File: src/sarh_pkg.sv
package sarh_pkg;
	// Clock rate in MHz.
	localparam int CLK_MHZ = 100;
	// Times in their own units.
	localparam int DOZE_WAKE_NS = 300;
	localparam int DEEP_WAKE_INT_MS = 500;
	localparam int DEEP_WAKE_EXT_US = 80;
	localparam int CONV_NS = 300;
	localparam int START_LOW_NS = 20;
	localparam int QUIET_NS = 20;
	localparam int STROBE_NS = 20;
	// Cycle counts, least times rounded up.
	localparam int DOZE_WAKE_CYC = (DOZE_WAKE_NS * CLK_MHZ + 999) / 1000;
	localparam int DEEP_WAKE_EXT_CYC = DEEP_WAKE_EXT_US * CLK_MHZ;
	localparam int DEEP_WAKE_INT_CYC = DEEP_WAKE_INT_MS * 1000 * CLK_MHZ;
	localparam int CONV_CYC = (CONV_NS * CLK_MHZ + 999) / 1000;
	localparam int START_LOW_CYC = (START_LOW_NS * CLK_MHZ + 999) / 1000;
	localparam int QUIET_CYC = (QUIET_NS * CLK_MHZ + 999) / 1000;
	localparam int STROBE_CYC = (STROBE_NS * CLK_MHZ + 999) / 1000;
	localparam int CNT_W = 32;
	// Data bus widths.
	localparam int DATA_W = 13;
	localparam int OFS_W = 10;
	localparam logic signed [15:0] OFS_MIN = -16'sd327;
	localparam logic signed [15:0] OFS_MAX = 16'sd327;
	// Own register map, byte addresses over Avalon-MM.
	localparam logic [3:0] REG_CTRL = 4'h0;
	localparam logic [3:0] REG_STATUS = 4'h4;
	localparam logic [3:0] REG_OFFSET = 4'h8;
	localparam logic [3:0] REG_RESULT = 4'hC;
	// Control fields.
	localparam int CTRL_START = 0;
	localparam int CTRL_WRITE_OFS = 1;
	localparam int CTRL_DOZE = 2;
	localparam int CTRL_DEEP = 3;
	localparam int CTRL_EXT_REF = 4;
	localparam int CTRL_REF_KEPT = 5;
	localparam int CTRL_SATURATE = 6;
	localparam int CTRL_DELAYED = 7;
	localparam logic [31:0] CTRL_RESET = 32'h0000_0010;
	// Status fields.
	localparam int ST_BUSY = 0;
	localparam int ST_READY = 1;
	localparam int ST_RESULT_NEW = 2;
	localparam int ST_OFS_BAD = 3;
	localparam int ST_DOZE_BAD = 4;

	typedef enum logic [2:0] {
		SARH_IDLE = 3'b000,
		SARH_START = 3'b001,
		SARH_CONV = 3'b011,
		SARH_QUIET = 3'b010,
		SARH_READ = 3'b110,
		SARH_WRITE = 3'b111
	} sarh_state_e;

	// Pins toward the converter.
	typedef struct packed {
		logic sample_start_n;
		logic chip_sel_n;
		logic rd_n;
		logic wr_n;
		logic doze_pin;
		logic deep_sleep_pin;
		logic saturate_enable;
		logic mode1;
		logic mode2;
	} sarh_pins_s;
endpackage : sarh_pkg

File: src/sarh_timer.sv
`timescale 1ns/1ps
module sarh_timer (
	input wire logic sys_clk,
	input wire logic rstn,
	input wire logic load,
	input wire logic [31:0] count,
	output logic done
);
	logic [31:0] left;

	always_ff @(posedge sys_clk or negedge rstn) begin
		if (!rstn) begin
			left <= 32'h0000_0000;
		end else if (load) begin
			left <= count;
		end else if (left != 32'h0000_0000) begin
			left <= left - 32'h0000_0001;
		end
	end

	assign done = (left == 32'h0000_0000) && !load;
endmodule : sarh_timer

File: src/sarh_ofs_check.sv
`timescale 1ns/1ps
module sarh_ofs_check (
	input wire logic [15:0] value,
	output logic ok,
	output logic [12:0] word
);
	wire logic signed [15:0] sval = value;
	assign ok = (sval >= sarh_pkg::OFS_MIN) && (sval <= sarh_pkg::OFS_MAX);
	// Upper three bits stay zero, value in two's complement below.
	assign word = {3'b000, value[9:0]};
endmodule : sarh_ofs_check

File: src/sarh_host.sv
// The placing of the registers and the Avalon-MM slave port were decided locally.
`timescale 1ns/1ps
// How it works
// RULE_01: Drive doze or deep-sleep pin high to select power-down mode.
// RULE_02: Device finishes conversion in fixed time; host waits for busy high.
// RULE_03: After doze release with external reference, wait settling time.
// RULE_04: Never use doze mode while on-chip reference is selected.
// RULE_05: After deep sleep with on-chip reference wait long power-up time.
// RULE_06: With external reference kept powered, deep-sleep wait is shorter.
// RULE_07: Saturate high and zero offset gives plain 12-bit results.
// RULE_08: Top data bit flags overrange in saturating operation.
// RULE_09: Device adds stored offset to each raw result.
// RULE_10: Saturate high clamps results between zero and all ones.
// RULE_11: Saturate low leaves result unclamped across thirteen bits.
// RULE_12: Only offsets within the signed permitted range are written.
// RULE_13: Offset goes out as ten value bits with upper three zero.
// RULE_14: Mode pins drive 0/1 or 1/0, never equal values.
// RULE_15: Immediate mode result is read after busy rises.
// RULE_16: Delayed mode result belongs to the previous conversion.
// RULE_17: Never read data while a conversion is in progress.
// RULE_18: Fast continuous use needs strobes tied low and buffered data.
// RULE_19: Input multiplexer switching belongs right after busy falls.
// RULE_20: Device pulls busy low at start and raises it at end.
// RULE_21: Device drives data only while chip select and read are low.
// RULE_22: Offset is a two's complement signed value.
// RULE_23: Device keeps offset until reset; rewrite between conversions.
// RULE_24: Device clears offset on reset and adds without wraparound.
// RULE_25: Device ignores start requests while in either power-down mode.
module sarh_host #(
	parameter int DEEP_WAKE_INT_CYC = sarh_pkg::DEEP_WAKE_INT_CYC
) (
	input wire logic sys_clk,
	input wire logic rstn,
	input wire logic [3:0] avs_address,
	input wire logic avs_read,
	input wire logic avs_write,
	input wire logic [31:0] avs_writedata,
	input wire logic [3:0] avs_byteenable,
	output logic [31:0] avs_readdata,
	output logic avs_waitrequest,
	output sarh_pkg::sarh_pins_s pins,
	input wire logic busy_n,
	input wire logic [12:0] data_in,
	output logic [12:0] data_out,
	output logic data_oe,
	output logic mux_switch
);
	// ******************************************************************
	// Register bus
	// ******************************************************************
	logic [31:0] ctrl;
	logic [15:0] ofs_value;
	logic [12:0] result;
	logic result_new;
	logic ofs_bad;
	logic doze_bad;
	logic rd_ack;
	sarh_pkg::sarh_state_e state;
	sarh_pkg::sarh_state_e next_state;
	wire logic [12:0] ofs_word;
	wire logic ofs_ok;
	wire logic wake_done;
	wire logic phase_done;
	wire logic sel_ctrl = avs_address == sarh_pkg::REG_CTRL;
	wire logic sel_status = avs_address == sarh_pkg::REG_STATUS;
	wire logic sel_offset = avs_address == sarh_pkg::REG_OFFSET;
	wire logic sel_result = avs_address == sarh_pkg::REG_RESULT;
	wire logic wr_ctrl = avs_write && sel_ctrl && avs_byteenable[0];
	wire logic wr_ofs = avs_write && sel_offset;
	wire logic idle = state == sarh_pkg::SARH_IDLE;
	wire logic any_sleep = ctrl[sarh_pkg::CTRL_DOZE] || ctrl[sarh_pkg::CTRL_DEEP];
	wire logic ready = idle && wake_done && !any_sleep;
	wire logic start_req = wr_ctrl && avs_writedata[sarh_pkg::CTRL_START];
	wire logic ofs_req = wr_ctrl && avs_writedata[sarh_pkg::CTRL_WRITE_OFS];
	// A command that also asks for a power-down mode starts no transfer.
	wire logic stay_awake = !avs_writedata[sarh_pkg::CTRL_DOZE] && !avs_writedata[sarh_pkg::CTRL_DEEP];
	// Start and offset-write commands wait until the converter is idle and awake.
	wire logic cmd_req = start_req || ofs_req;
	wire logic [31:0] status_word = {27'h0, doze_bad, ofs_bad, result_new, ready, !idle};

	always_comb begin
		avs_waitrequest = 1'b0;
		if (cmd_req && !ready) begin
			avs_waitrequest = 1'b1;
		end
		if (avs_read && !rd_ack) begin
			avs_waitrequest = 1'b1;
		end
	end

	always_ff @(posedge sys_clk or negedge rstn) begin
		if (!rstn) begin
			rd_ack <= 1'b0;
			avs_readdata <= 32'h0000_0000;
		end else begin
			rd_ack <= avs_read && !rd_ack;
			if (avs_read && !rd_ack) begin
				avs_readdata <= sel_ctrl ? ctrl :
					sel_status ? status_word :
					sel_offset ? {16'h0000, ofs_value} :
					sel_result ? {19'h0, result} : 32'h0000_0000;
			end
		end
	end

	// ******************************************************************
	// Control register
	// ******************************************************************
	// RULE_04 doze refused with on-chip reference
	wire logic doze_req = avs_writedata[sarh_pkg::CTRL_DOZE] && avs_writedata[sarh_pkg::CTRL_EXT_REF];
	wire logic doze_refused = avs_writedata[sarh_pkg::CTRL_DOZE] && !avs_writedata[sarh_pkg::CTRL_EXT_REF];

	always_ff @(posedge sys_clk or negedge rstn) begin
		if (!rstn) begin
			ctrl <= sarh_pkg::CTRL_RESET;
			ofs_value <= 16'h0000;
			doze_bad <= 1'b0;
		end else begin
			if (wr_ctrl && !(cmd_req && !ready)) begin
				ctrl <= {24'h0, avs_writedata[7:3], doze_req, 2'b00};
				doze_bad <= doze_refused;
			end
			// RULE_12 offset stored as written; range checked before any write transfer
			if (wr_ofs) begin
				ofs_value <= avs_writedata[15:0];
			end
		end
	end

	wire logic [15:0] new_ofs = avs_writedata[15:0];
	wire logic signed [15:0] new_ofs_s = new_ofs;
	wire logic ofs_ok_new = (new_ofs_s >= sarh_pkg::OFS_MIN) && (new_ofs_s <= sarh_pkg::OFS_MAX);

	always_ff @(posedge sys_clk or negedge rstn) begin
		if (!rstn) begin
			ofs_bad <= 1'b0;
		end else if (wr_ofs) begin
			ofs_bad <= !ofs_ok_new;
		end
	end

	sarh_ofs_check u_ofs (
		.value(ofs_value),
		.ok(ofs_ok),
		.word(ofs_word)
	);

	// ******************************************************************
	// Power-down pins and wake waits
	// ******************************************************************
	logic doze_q;
	logic deep_q;
	wire logic wake_load = (doze_q && !ctrl[sarh_pkg::CTRL_DOZE]) ||
		(deep_q && !ctrl[sarh_pkg::CTRL_DEEP]);
	// RULE_03 RULE_05 RULE_06 wake wait select
	wire logic [31:0] wake_count = doze_q ? 32'(sarh_pkg::DOZE_WAKE_CYC) :
		ctrl[sarh_pkg::CTRL_EXT_REF] && ctrl[sarh_pkg::CTRL_REF_KEPT] ?
		32'(sarh_pkg::DEEP_WAKE_EXT_CYC) : 32'(DEEP_WAKE_INT_CYC);

	always_ff @(posedge sys_clk or negedge rstn) begin
		if (!rstn) begin
			doze_q <= 1'b0;
			deep_q <= 1'b0;
		end else begin
			doze_q <= ctrl[sarh_pkg::CTRL_DOZE];
			deep_q <= ctrl[sarh_pkg::CTRL_DEEP];
		end
	end

	sarh_timer u_wake (
		.sys_clk(sys_clk),
		.rstn(rstn),
		.load(wake_load),
		.count(wake_count),
		.done(wake_done)
	);

	// ******************************************************************
	// Conversion and transfer sequencer
	// ******************************************************************
	logic is_write;
	logic busy_seen_low;
	logic phase_load;
	logic [31:0] phase_count;

	sarh_timer u_phase (
		.sys_clk(sys_clk),
		.rstn(rstn),
		.load(phase_load),
		.count(phase_count),
		.done(phase_done)
	);

	always_comb begin
		next_state = state;
		phase_load = 1'b0;
		phase_count = 32'h0000_0000;
		unique case (state)
			sarh_pkg::SARH_IDLE: begin
				if (start_req && ready && stay_awake) begin
					next_state = sarh_pkg::SARH_START;
					phase_load = 1'b1;
					phase_count = 32'(sarh_pkg::START_LOW_CYC);
				end else if (ofs_req && ready && ofs_ok && stay_awake) begin
					next_state = sarh_pkg::SARH_WRITE;
					phase_load = 1'b1;
					phase_count = 32'(sarh_pkg::STROBE_CYC);
				end
			end
			sarh_pkg::SARH_START: begin
				if (phase_done) begin
					next_state = sarh_pkg::SARH_CONV;
				end
			end
			// RULE_02 RULE_20 wait for busy rise
			sarh_pkg::SARH_CONV: begin
				if (busy_seen_low && busy_n) begin
					next_state = sarh_pkg::SARH_QUIET;
				end
			end
			// RULE_17 read only after conversion end
			sarh_pkg::SARH_QUIET: begin
				next_state = sarh_pkg::SARH_READ;
				phase_load = 1'b1;
				phase_count = 32'(sarh_pkg::STROBE_CYC);
			end
			// RULE_18 one full read per conversion
			sarh_pkg::SARH_READ: begin
				if (phase_done) begin
					next_state = sarh_pkg::SARH_IDLE;
				end
			end
			sarh_pkg::SARH_WRITE: begin
				if (phase_done) begin
					next_state = sarh_pkg::SARH_IDLE;
				end
			end
			default: begin
				next_state = sarh_pkg::SARH_IDLE;
			end
		endcase
	end

	always_ff @(posedge sys_clk or negedge rstn) begin
		if (!rstn) begin
			state <= sarh_pkg::SARH_IDLE;
			busy_seen_low <= 1'b0;
			is_write <= 1'b0;
		end else begin
			state <= next_state;
			is_write <= next_state == sarh_pkg::SARH_WRITE;
			if (state != sarh_pkg::SARH_CONV) begin
				busy_seen_low <= 1'b0;
			end else if (!busy_n) begin
				busy_seen_low <= 1'b1;
			end
		end
	end

	// ******************************************************************
	// Pins and result capture
	// ******************************************************************
	wire logic in_read = state == sarh_pkg::SARH_READ;
	wire logic in_write = state == sarh_pkg::SARH_WRITE;
	wire logic read_end = in_read && phase_done;

	always_ff @(posedge sys_clk or negedge rstn) begin
		if (!rstn) begin
			result <= 13'h0000;
			result_new <= 1'b0;
			data_out <= 13'h0000;
			mux_switch <= 1'b0;
		end else begin
			// RULE_15 RULE_16 result capture after conversion
			if (read_end) begin
				result <= data_in;
			end
			// Capture wins over clear by a result read.
			if (read_end) begin
				result_new <= 1'b1;
			end else if (avs_read && sel_result && rd_ack) begin
				result_new <= 1'b0;
			end
			// RULE_13 RULE_22 offset word format
			data_out <= ofs_word;
			// RULE_19 multiplexer cue after busy falls
			mux_switch <= state == sarh_pkg::SARH_CONV && !busy_n && !busy_seen_low;
		end
	end

	// RULE_21 read strobe low only during the read; chip select also during the write
	// RULE_14 mode pins never equal
	always_comb begin
		pins.sample_start_n = state != sarh_pkg::SARH_START;
		pins.chip_sel_n = !(in_read || in_write);
		pins.rd_n = !in_read;
		pins.wr_n = !in_write;
		// RULE_01 power-down pins from control
		pins.doze_pin = ctrl[sarh_pkg::CTRL_DOZE];
		pins.deep_sleep_pin = ctrl[sarh_pkg::CTRL_DEEP];
		// RULE_07 RULE_08 RULE_10 RULE_11 saturation select
		pins.saturate_enable = ctrl[sarh_pkg::CTRL_SATURATE];
		pins.mode1 = !ctrl[sarh_pkg::CTRL_DELAYED];
		pins.mode2 = ctrl[sarh_pkg::CTRL_DELAYED];
	end
	assign data_oe = in_write && is_write;

	// ******************************************************************
	// Checks
	// ******************************************************************
	a_mode_pins_differ: assert property (@(posedge sys_clk) disable iff (!rstn) // RULE_14
		pins.mode1 != pins.mode2) else $error("mode pins equal");
	a_no_read_busy: assert property (@(posedge sys_clk) disable iff (!rstn) // RULE_17
		!pins.rd_n |-> busy_n) else $error("read during conversion");
	a_no_doze_int: assert property (@(posedge sys_clk) disable iff (!rstn) // RULE_04
		pins.doze_pin |-> ctrl[sarh_pkg::CTRL_EXT_REF]) else $error("doze with internal ref");
	a_no_start_sleep: assert property (@(posedge sys_clk) disable iff (!rstn) // RULE_25
		!pins.sample_start_n |-> !pins.doze_pin && !pins.deep_sleep_pin)
		else $error("start while asleep");
	a_doze_wait: assert property (@(posedge sys_clk) disable iff (!rstn) // RULE_03
		$fell(pins.doze_pin) |-> pins.sample_start_n [*8]) else $error("start too soon after doze");
	a_ofs_upper_zero: assert property (@(posedge sys_clk) disable iff (!rstn) // RULE_13
		data_oe |-> data_out[12:10] == 3'b000) else $error("offset upper bits set");
	a_ofs_in_range: assert property (@(posedge sys_clk) disable iff (!rstn) // RULE_12
		$rose(data_oe) |-> ofs_ok) else $error("offset out of range");
	a_result_capture: assert property (@(posedge sys_clk) disable iff (!rstn) // RULE_15
		read_end |=> result == $past(data_in) && result_new) else $error("result not taken");
	a_start_to_conv: assert property (@(posedge sys_clk) disable iff (!rstn) // RULE_20
		$rose(state == sarh_pkg::SARH_START) |-> ##[1:4] state == sarh_pkg::SARH_CONV)
		else $error("start pulse too long");
	// Strobe shapes and wake gaps as the converter sees them, and the multiplexer cue.
	a_read_pair: assert property (@(posedge sys_clk) disable iff (!rstn) // RULE_21
		!pins.rd_n |-> !pins.chip_sel_n && pins.wr_n)
		else $error("read strobe without chip select");
	a_write_drives: assert property (@(posedge sys_clk) disable iff (!rstn) // RULE_22
		!pins.wr_n |-> data_oe && !pins.chip_sel_n)
		else $error("write strobe without data drive");
	a_mux_one_pulse: assert property (@(posedge sys_clk) disable iff (!rstn) // RULE_19
		mux_switch |=> !mux_switch)
		else $error("multiplexer cue longer than one cycle");
	a_deep_wait: assert property (@(posedge sys_clk) disable iff (!rstn) // RULE_05
		$fell(pins.deep_sleep_pin) |-> pins.sample_start_n [*8])
		else $error("start too soon after deep sleep");
	a_read_after_busy: assert property (@(posedge sys_clk) disable iff (!rstn) // RULE_17
		$fell(pins.rd_n) |-> busy_n && $past(busy_n))
		else $error("read begins while busy");
endmodule : sarh_host

File: config.mk
export PLATFORM = sky130hd
export DESIGN_NAME = sarh_host
export DESIGN_NICKNAME = d
export VERILOG_FILES = /design/src/sarh_pkg.sv /design/src/sarh_timer.sv /design/src/sarh_ofs_check.sv /design/src/sarh_host.sv
export SDC_FILE = /design/constraint.sdc
export NUM_CORES = 1
export LEC_CHECK = 0
export BUFFER_PORTS_ARGS = -buffer_cell sky130_fd_sc_hd__buf_2
export CAP_MARGIN = 5
export CORE_ASPECT_RATIO = 0.6
export CORE_UTILIZATION = 50
export DETAILED_ROUTE_END_ITERATION = 8
export PLACE_DENSITY = 0.7
export SETUP_SLACK_MARGIN = 0.5
export SLEW_MARGIN = 25
export SYNTH_ARGS = -nofsm -noshare
export SYNTH_HDL_FRONTEND = slang
export SYNTH_SLANG_ARGS = --single-unit
File: constraint.sdc
create_clock -name sys_clk -period 3.9 [get_ports sys_clk]
set_clock_uncertainty 0.15 [all_clocks]
set_input_delay 0.39 -clock sys_clk [delete_from_list [all_inputs] [get_ports sys_clk]]
set_output_delay 0.39 -clock sys_clk [all_outputs]
set_load 0.01 [all_outputs]
Word-level counts from Yosys, hierarchy flattened
Cells that the tools add are included.

word-level totals
  ROM bits = 0
  input port bits = 58
  latch bits = 0
  memories = 0
  output and inout bits = 57
  bits in registers = 153
  logic and storage cells = 128
  RAM bits = 0

cells by class
  $mul = 0
  $lt $le $gt $ge = 4
  divide/modulo/power cells = 0
  bitwise logic cells = 0
  muxes and demuxes = 28
  reduce and logical (&&, ||, !) cells = 65
  add/subtract/negate cells = 2
  eq/ne operators = 12
  shift operators = 0

operator list
  operator                                                             count
  2-to-1 mux 32 bit                                                    4
  logical NOT 32 bit                                                   2
  nonzero test 32 bit                                                  2
  subtractor 32 x 1 -> 32 bit, second input constant                   2
  2-to-1 mux 26 bit                                                    2
  2-to-1 mux 16 bit                                                    3
  greater-or-equal comparator 16 x 10 -> 1 bit, second input constant  2
  <= comparator 16 x 10 -> 1 bit, second input constant                2
  logical AND 1 bit                                                    32
  logical NOT 1 bit                                                    19
  2-to-1 mux 3 bit                                                     5
  one-hot mux 3 bit (5 select lines)                                   1
  2-to-1 mux 13 bit                                                    1
  equality test 3 bit, second input constant                           3
  equality test 4 bit, second input constant                           2
  2-to-1 mux 1 bit                                                     8
  equality test 3 x 2 -> 1 bit, second input constant                  2
  nonzero test 2 bit                                                   3
  equality test 4 x 3 -> 1 bit, second input constant                  1
  logical NOT 4 bit                                                    1
  logical OR 1 bit                                                     4
  2-to-1 mux 2 bit                                                     2
  one-hot mux 2 bit (2 select lines)                                   1
  equality test 3 x 1 -> 1 bit, second input constant                  1
  other kinds (6)                                                      6

Logic depth before layout (Yosys ltp)
  word-level depth = 18
  depth in mapped cells = 9
  mapped depth without buffers = 8

Hierarchy
A second synthesis with hierarchy kept.

unflattened totals
  cell total of the unflattened synthesis = 724
  area total of the unflattened synthesis = 7577.3 um^2

modules (own cells, without submodules)
  module          cells an instance  instances  area an instance (um^2)  seq. area each (um^2)
  sarh_timer      214                2          2023.2                   800.8
  sarh_host       271                1          3354.5                   1903.1
  sarh_ofs_check  25                 1          176.4                    0.0

Least setup slack after synthesis
Ideal clock, no wire load.

  path type = register to register
  from = register u_phase.left[0]
  to = register result[0]
  period minus slack after synthesis = 2.998 ns
  buffers on the path = 2
  path slack = 0.902 ns
  library setup time = 0.125 ns
  cell stages (with the launch flop) = 10
  required time = 3.625 ns
  arrival time = 2.723 ns
  cells stage by stage = dfrtp_1 -> inv_1 -> ha_1 -> or4b_2 -> or3_1 -> nor4_2 -> nor2b_1 -> buf_2 -> buf_6 -> mux2_2

between the ends
  longest elaborated chain between the ends = 3

ends and longest elaborated chain
  item                      RTL line          text
  start: declaration        sarh_timer.sv:9   logic [31:0] left;
  start signal: assignment  sarh_timer.sv:15  left <= count;
  start signal: assignment  sarh_timer.sv:17  left <= left - 32'h0000_0001;
  logical NOT 32 bit        sarh_timer.sv:21  assign done = (left == 32'h0000_0000) && !load;
  logical AND 1 bit         sarh_timer.sv:21
  logical AND 1 bit         sarh_host.sv:265  wire logic read_end = in_read && phase_done;
  end signal: assignment    sarh_host.sv:276  result <= data_in;
  end: declaration          sarh_host.sv:53   logic [12:0] result;

Every way passes these cells.
A chain may end at the register's enable or synchronous reset.

Worst setup path in the final report
  from = register u_wake.left[20]
  to = register u_phase.left[21]

between the ends
  longest elaborated chain between the ends = 11
  elaborated cells between the ends (all ways) = 14
  those cells by class = mux: 4; reduce/logical: 10

ends and longest elaborated chain
  item                                                            RTL line          text
  start: declaration                                              sarh_timer.sv:9
  start signal: assignment                                        sarh_timer.sv:15
  start signal: assignment                                        sarh_timer.sv:17
  logical NOT 32 bit *                                            sarh_timer.sv:21
  logical AND 1 bit *                                             sarh_timer.sv:21
  logical AND 1 bit * (2 in series)                               sarh_host.sv:72   wire logic ready = idle && wake_done && !any_sleep;
  logical AND 1 bit (3 in series)                                 sarh_host.sv:204  end else if (ofs_req && ready && ofs_ok && stay_awake) begin
  2-to-1 mux 1 bit                                                sarh_host.sv:204
  2-to-1 mux 1 bit *                                              sarh_host.sv:200  if (start_req && ready && stay_awake) begin
  one-hot mux 1 bit (2 select lines) *                            sarh_host.sv:198  unique case (state)
  2-to-1 mux 32 bit / nonzero test 2 bit (equally long branches)  -

Mark *: on every way between the ends. The rest lies on a longest branch, timed or not.

==> results.ini <==
[run_status]
status=finished clean

[timing]
fin_crit_sh_pct=83.4
fin_setup_tns_ns=0
slew_headroom_pct=37.8
max_freq_mhz=308
finalHoldViolCount=0
hold_ws_ns=0.0475
setup_viol=0
period_minus_slack_ns=3.25
rsz0062_at_grt=false
slew_viol_final=0
worst_pin_slew_ns=0.927

[synthesis]
synth_most_common_cell=dfrtp_1
synthTopCellsByCount=dfrtp_1 (136), nor2_1 (91), nand2_1 (48)
netlist_instances=677
ys_warn_count=0
synthesis.area_um2=6830
synth_xor_area_share_pct=5.65
synth_area_per_cell_um2=10.1
synth_top_cell_area_share_pct=49.9
synth_compound_area_share_pct=9.97
synth_edf_count=0
synth_top_family_by_area=simple AND/OR/NAND/NOR gates
yosysSeqAreaShare_pct=50.2
synthSimpleGateAreaFrac_pct=21.7
yosysUniqueCellTypes=63
async_flop_share_pct=100
synth_mux_area_share_pct=6.63
synthAdderAreaFrac_pct=0.733
synthTopCellsByArea=dfrtp_1 (50%), mux2_2 (5.6%), nor2_1 (5.0%)
synth_top_area_cell=dfrtp_1
synth_flop_cell=dfrtp_1
ys_seq_elements=137

[route]
drt_iter0_markers=450
wl_per_cell_um=17.7
viasPerCell=5.83
route.detailed.drc=0
ant_nets=0
via_count=5465
dr.pass1.iters=4
drt-total-wl_um=16500

[grt]
grt_start_max_net_pins=90
grt_pass1_vias=5334
grt_antenna_before_repair=0
grt_usage_pct=25.1
grt_pass1_wl_um=27700
overflow=0

[floorplanning]
die_w_um=153
dieArea_um2=14100
start_util_pct=52.1
die-height_um=92.5
io_pins=115
core_um2=13100
num_rows=32

[placed_design]
place_area_um2=7290
gp_congestion=0.860
io_buffers=76
dp_hpwl_um=11500

[finish]
area_growth_pct=15.8
layout-drive-gt1-share_pct=22.0
seq_area_um2=3430
fin_area_um2=7900
nets=818
antenna_cells=0
utilization_pct=60.4
multi_input_area_um2=3150
fillers=1072

[clock_tree]
cts_tree=built
cts.clk_slew.worst_paths_ns=0.06
cts_sinks=137
cts-root-buf=clkbuf_16
h-tree-depth=4
cts_buffer_depth=2
clkLatencyLatePin_ns=0.42
cts-buffers-inserted=17

[job]
cap_violations=0

[setup_path]
criticalPathCategory=flop to flop
path_cells=or4_1 > or4b_4 > nor4_4 > buf_4 > a21oi_2 > a2111oi_4 > buf_6 > nor2_1
r2r_start=u_wake.left[20]
crit_start=u_wake.left[20]
critical_path_required_ns=4.04
cpMaxStageDelayCell=or4_1
arrival_ns=3.39
end_kind=flop
path_max_fanout=32
cp_slowest_stage_delay_ns=0.70
start_kind=flop

[power_and_ir_drop]
p_per_area_nw_per_um2=527
vdd_drop_max_mv=0.268
p_leak_nw=3.43

[worst_hold_path]
holdCritStartpoint=busy_n
hp-class=primary input to flop

-- area by class of cell --
type | count | share of cell area (%)
Inverter | 10 | 0.475
Clock buffer | 17 | 5.38
Multi-Input combinational cell | 499 | 39.8
Tap cell | 170 | 2.69
Timing Repair Buffer | 91 | 6.40
Clock inverter | 13 | 1.84
Sequential cell | 137 | 43.4
-- per-stage QoR --
| step | total power, mW | setup slack (ns) | std cells |
|---|---|---|---|
| floorplan | 2.33 | 0.902 | 695 |
| global placement | 2.56 | 0.673 | 904 |
| detailed placement | 2.61 | 0.567 | 904 |
| CTS | 4.18 | 0.553 | 935 |
| global route | 4.37 | 0.503 | 937 |
| finish | 4.17 | 0.648 | 937 |
-- worst max-delay path: cells and delay by family, from the launching register on --
family          cells  cell delay, ns
simple gates        4            1.66
flops               1            0.43
buf+inv             2            0.47
compound gates      2            0.41
-- what timing repair did --
item,in CTS,in global routing
hold buffers,1,0
endpoints found under the setup margin,0,43
setup buffers,0,2
resized for setup,0,2
hold endpoints to repair,87,0
-- final timing paths --
check	cells past startpoint	slack, ns	end
worst min register to register	0	0.31	data_out[1]
worst min-delay path	2	0.05	busy_seen_low
max in group asynchronous	3	2.23	result[5]
worst max register to register	8	0.65	u_phase.left[21]
min in group asynchronous	2	0.45	u_wake.left[15]
worst max-delay path	8	0.65	u_phase.left[21]
-- per-layer routing --
metal,wire [um],vias to the layer above,GRT usage (%)
li1,-,2544,-
met3,1160,23,4.87
met2,7260,234,38.3
met4,276,0,8.59
met5,0,-,0
met1,7850,2664,35.9
-- logic make-up after synthesis --
| family | after synthesis |
|---|---|
| simple gates | 287 |
| flops | 137 |
| compound gates | 104 |
| buf+inv | 59 |
| xor+xnor | 44 |
| mux | 41 |
| fa+ha+maj | 4 |
| other cells | 1 |
-- power breakdown --
| group | switching (mW) | total (mW) | leakage (nW) | internal [mW] |
|---|---|---|---|---|
| clock network | 0.627 | 1.57 | 0.272 | 0.940 |
| registers | 0.216 | 1.84 | 1.67 | 1.63 |
| logic | 0.438 | 0.758 | 1.49 | 0.320 |
| total | 1.28 | 4.17 | 3.43 | 2.89 |
-- cell usage in the layout, fill, tap and decap left out, types with 22 or more instances in the layout --
cell type | netlist | final
o21ai_0 | 29 | 29
mux2_2 | 34 | 34
buf_2 | 2 | 75
nor4_1 | 22 | 22
a21oi_1 | 23 | 23
xnor2_1 | 23 | 23
nor2_1 | 91 | 91
nor3_1 | 31 | 31
nand2_1 | 48 | 48
dfrtp_1 | 136 | 136
-- state kept, by name (all words and copies together) (netlist names), 3 cells and up --
| register | cells |
|---|---|
| u_phase.left | 32 |
| state | 3 |
| avs_readdata | 16 |
| u_wake.left | 32 |
| ctrl | 6 |
| result | 13 |
| data_out | 10 |
| ofs_value | 16 |
Power figures use the tool's default switching activity.
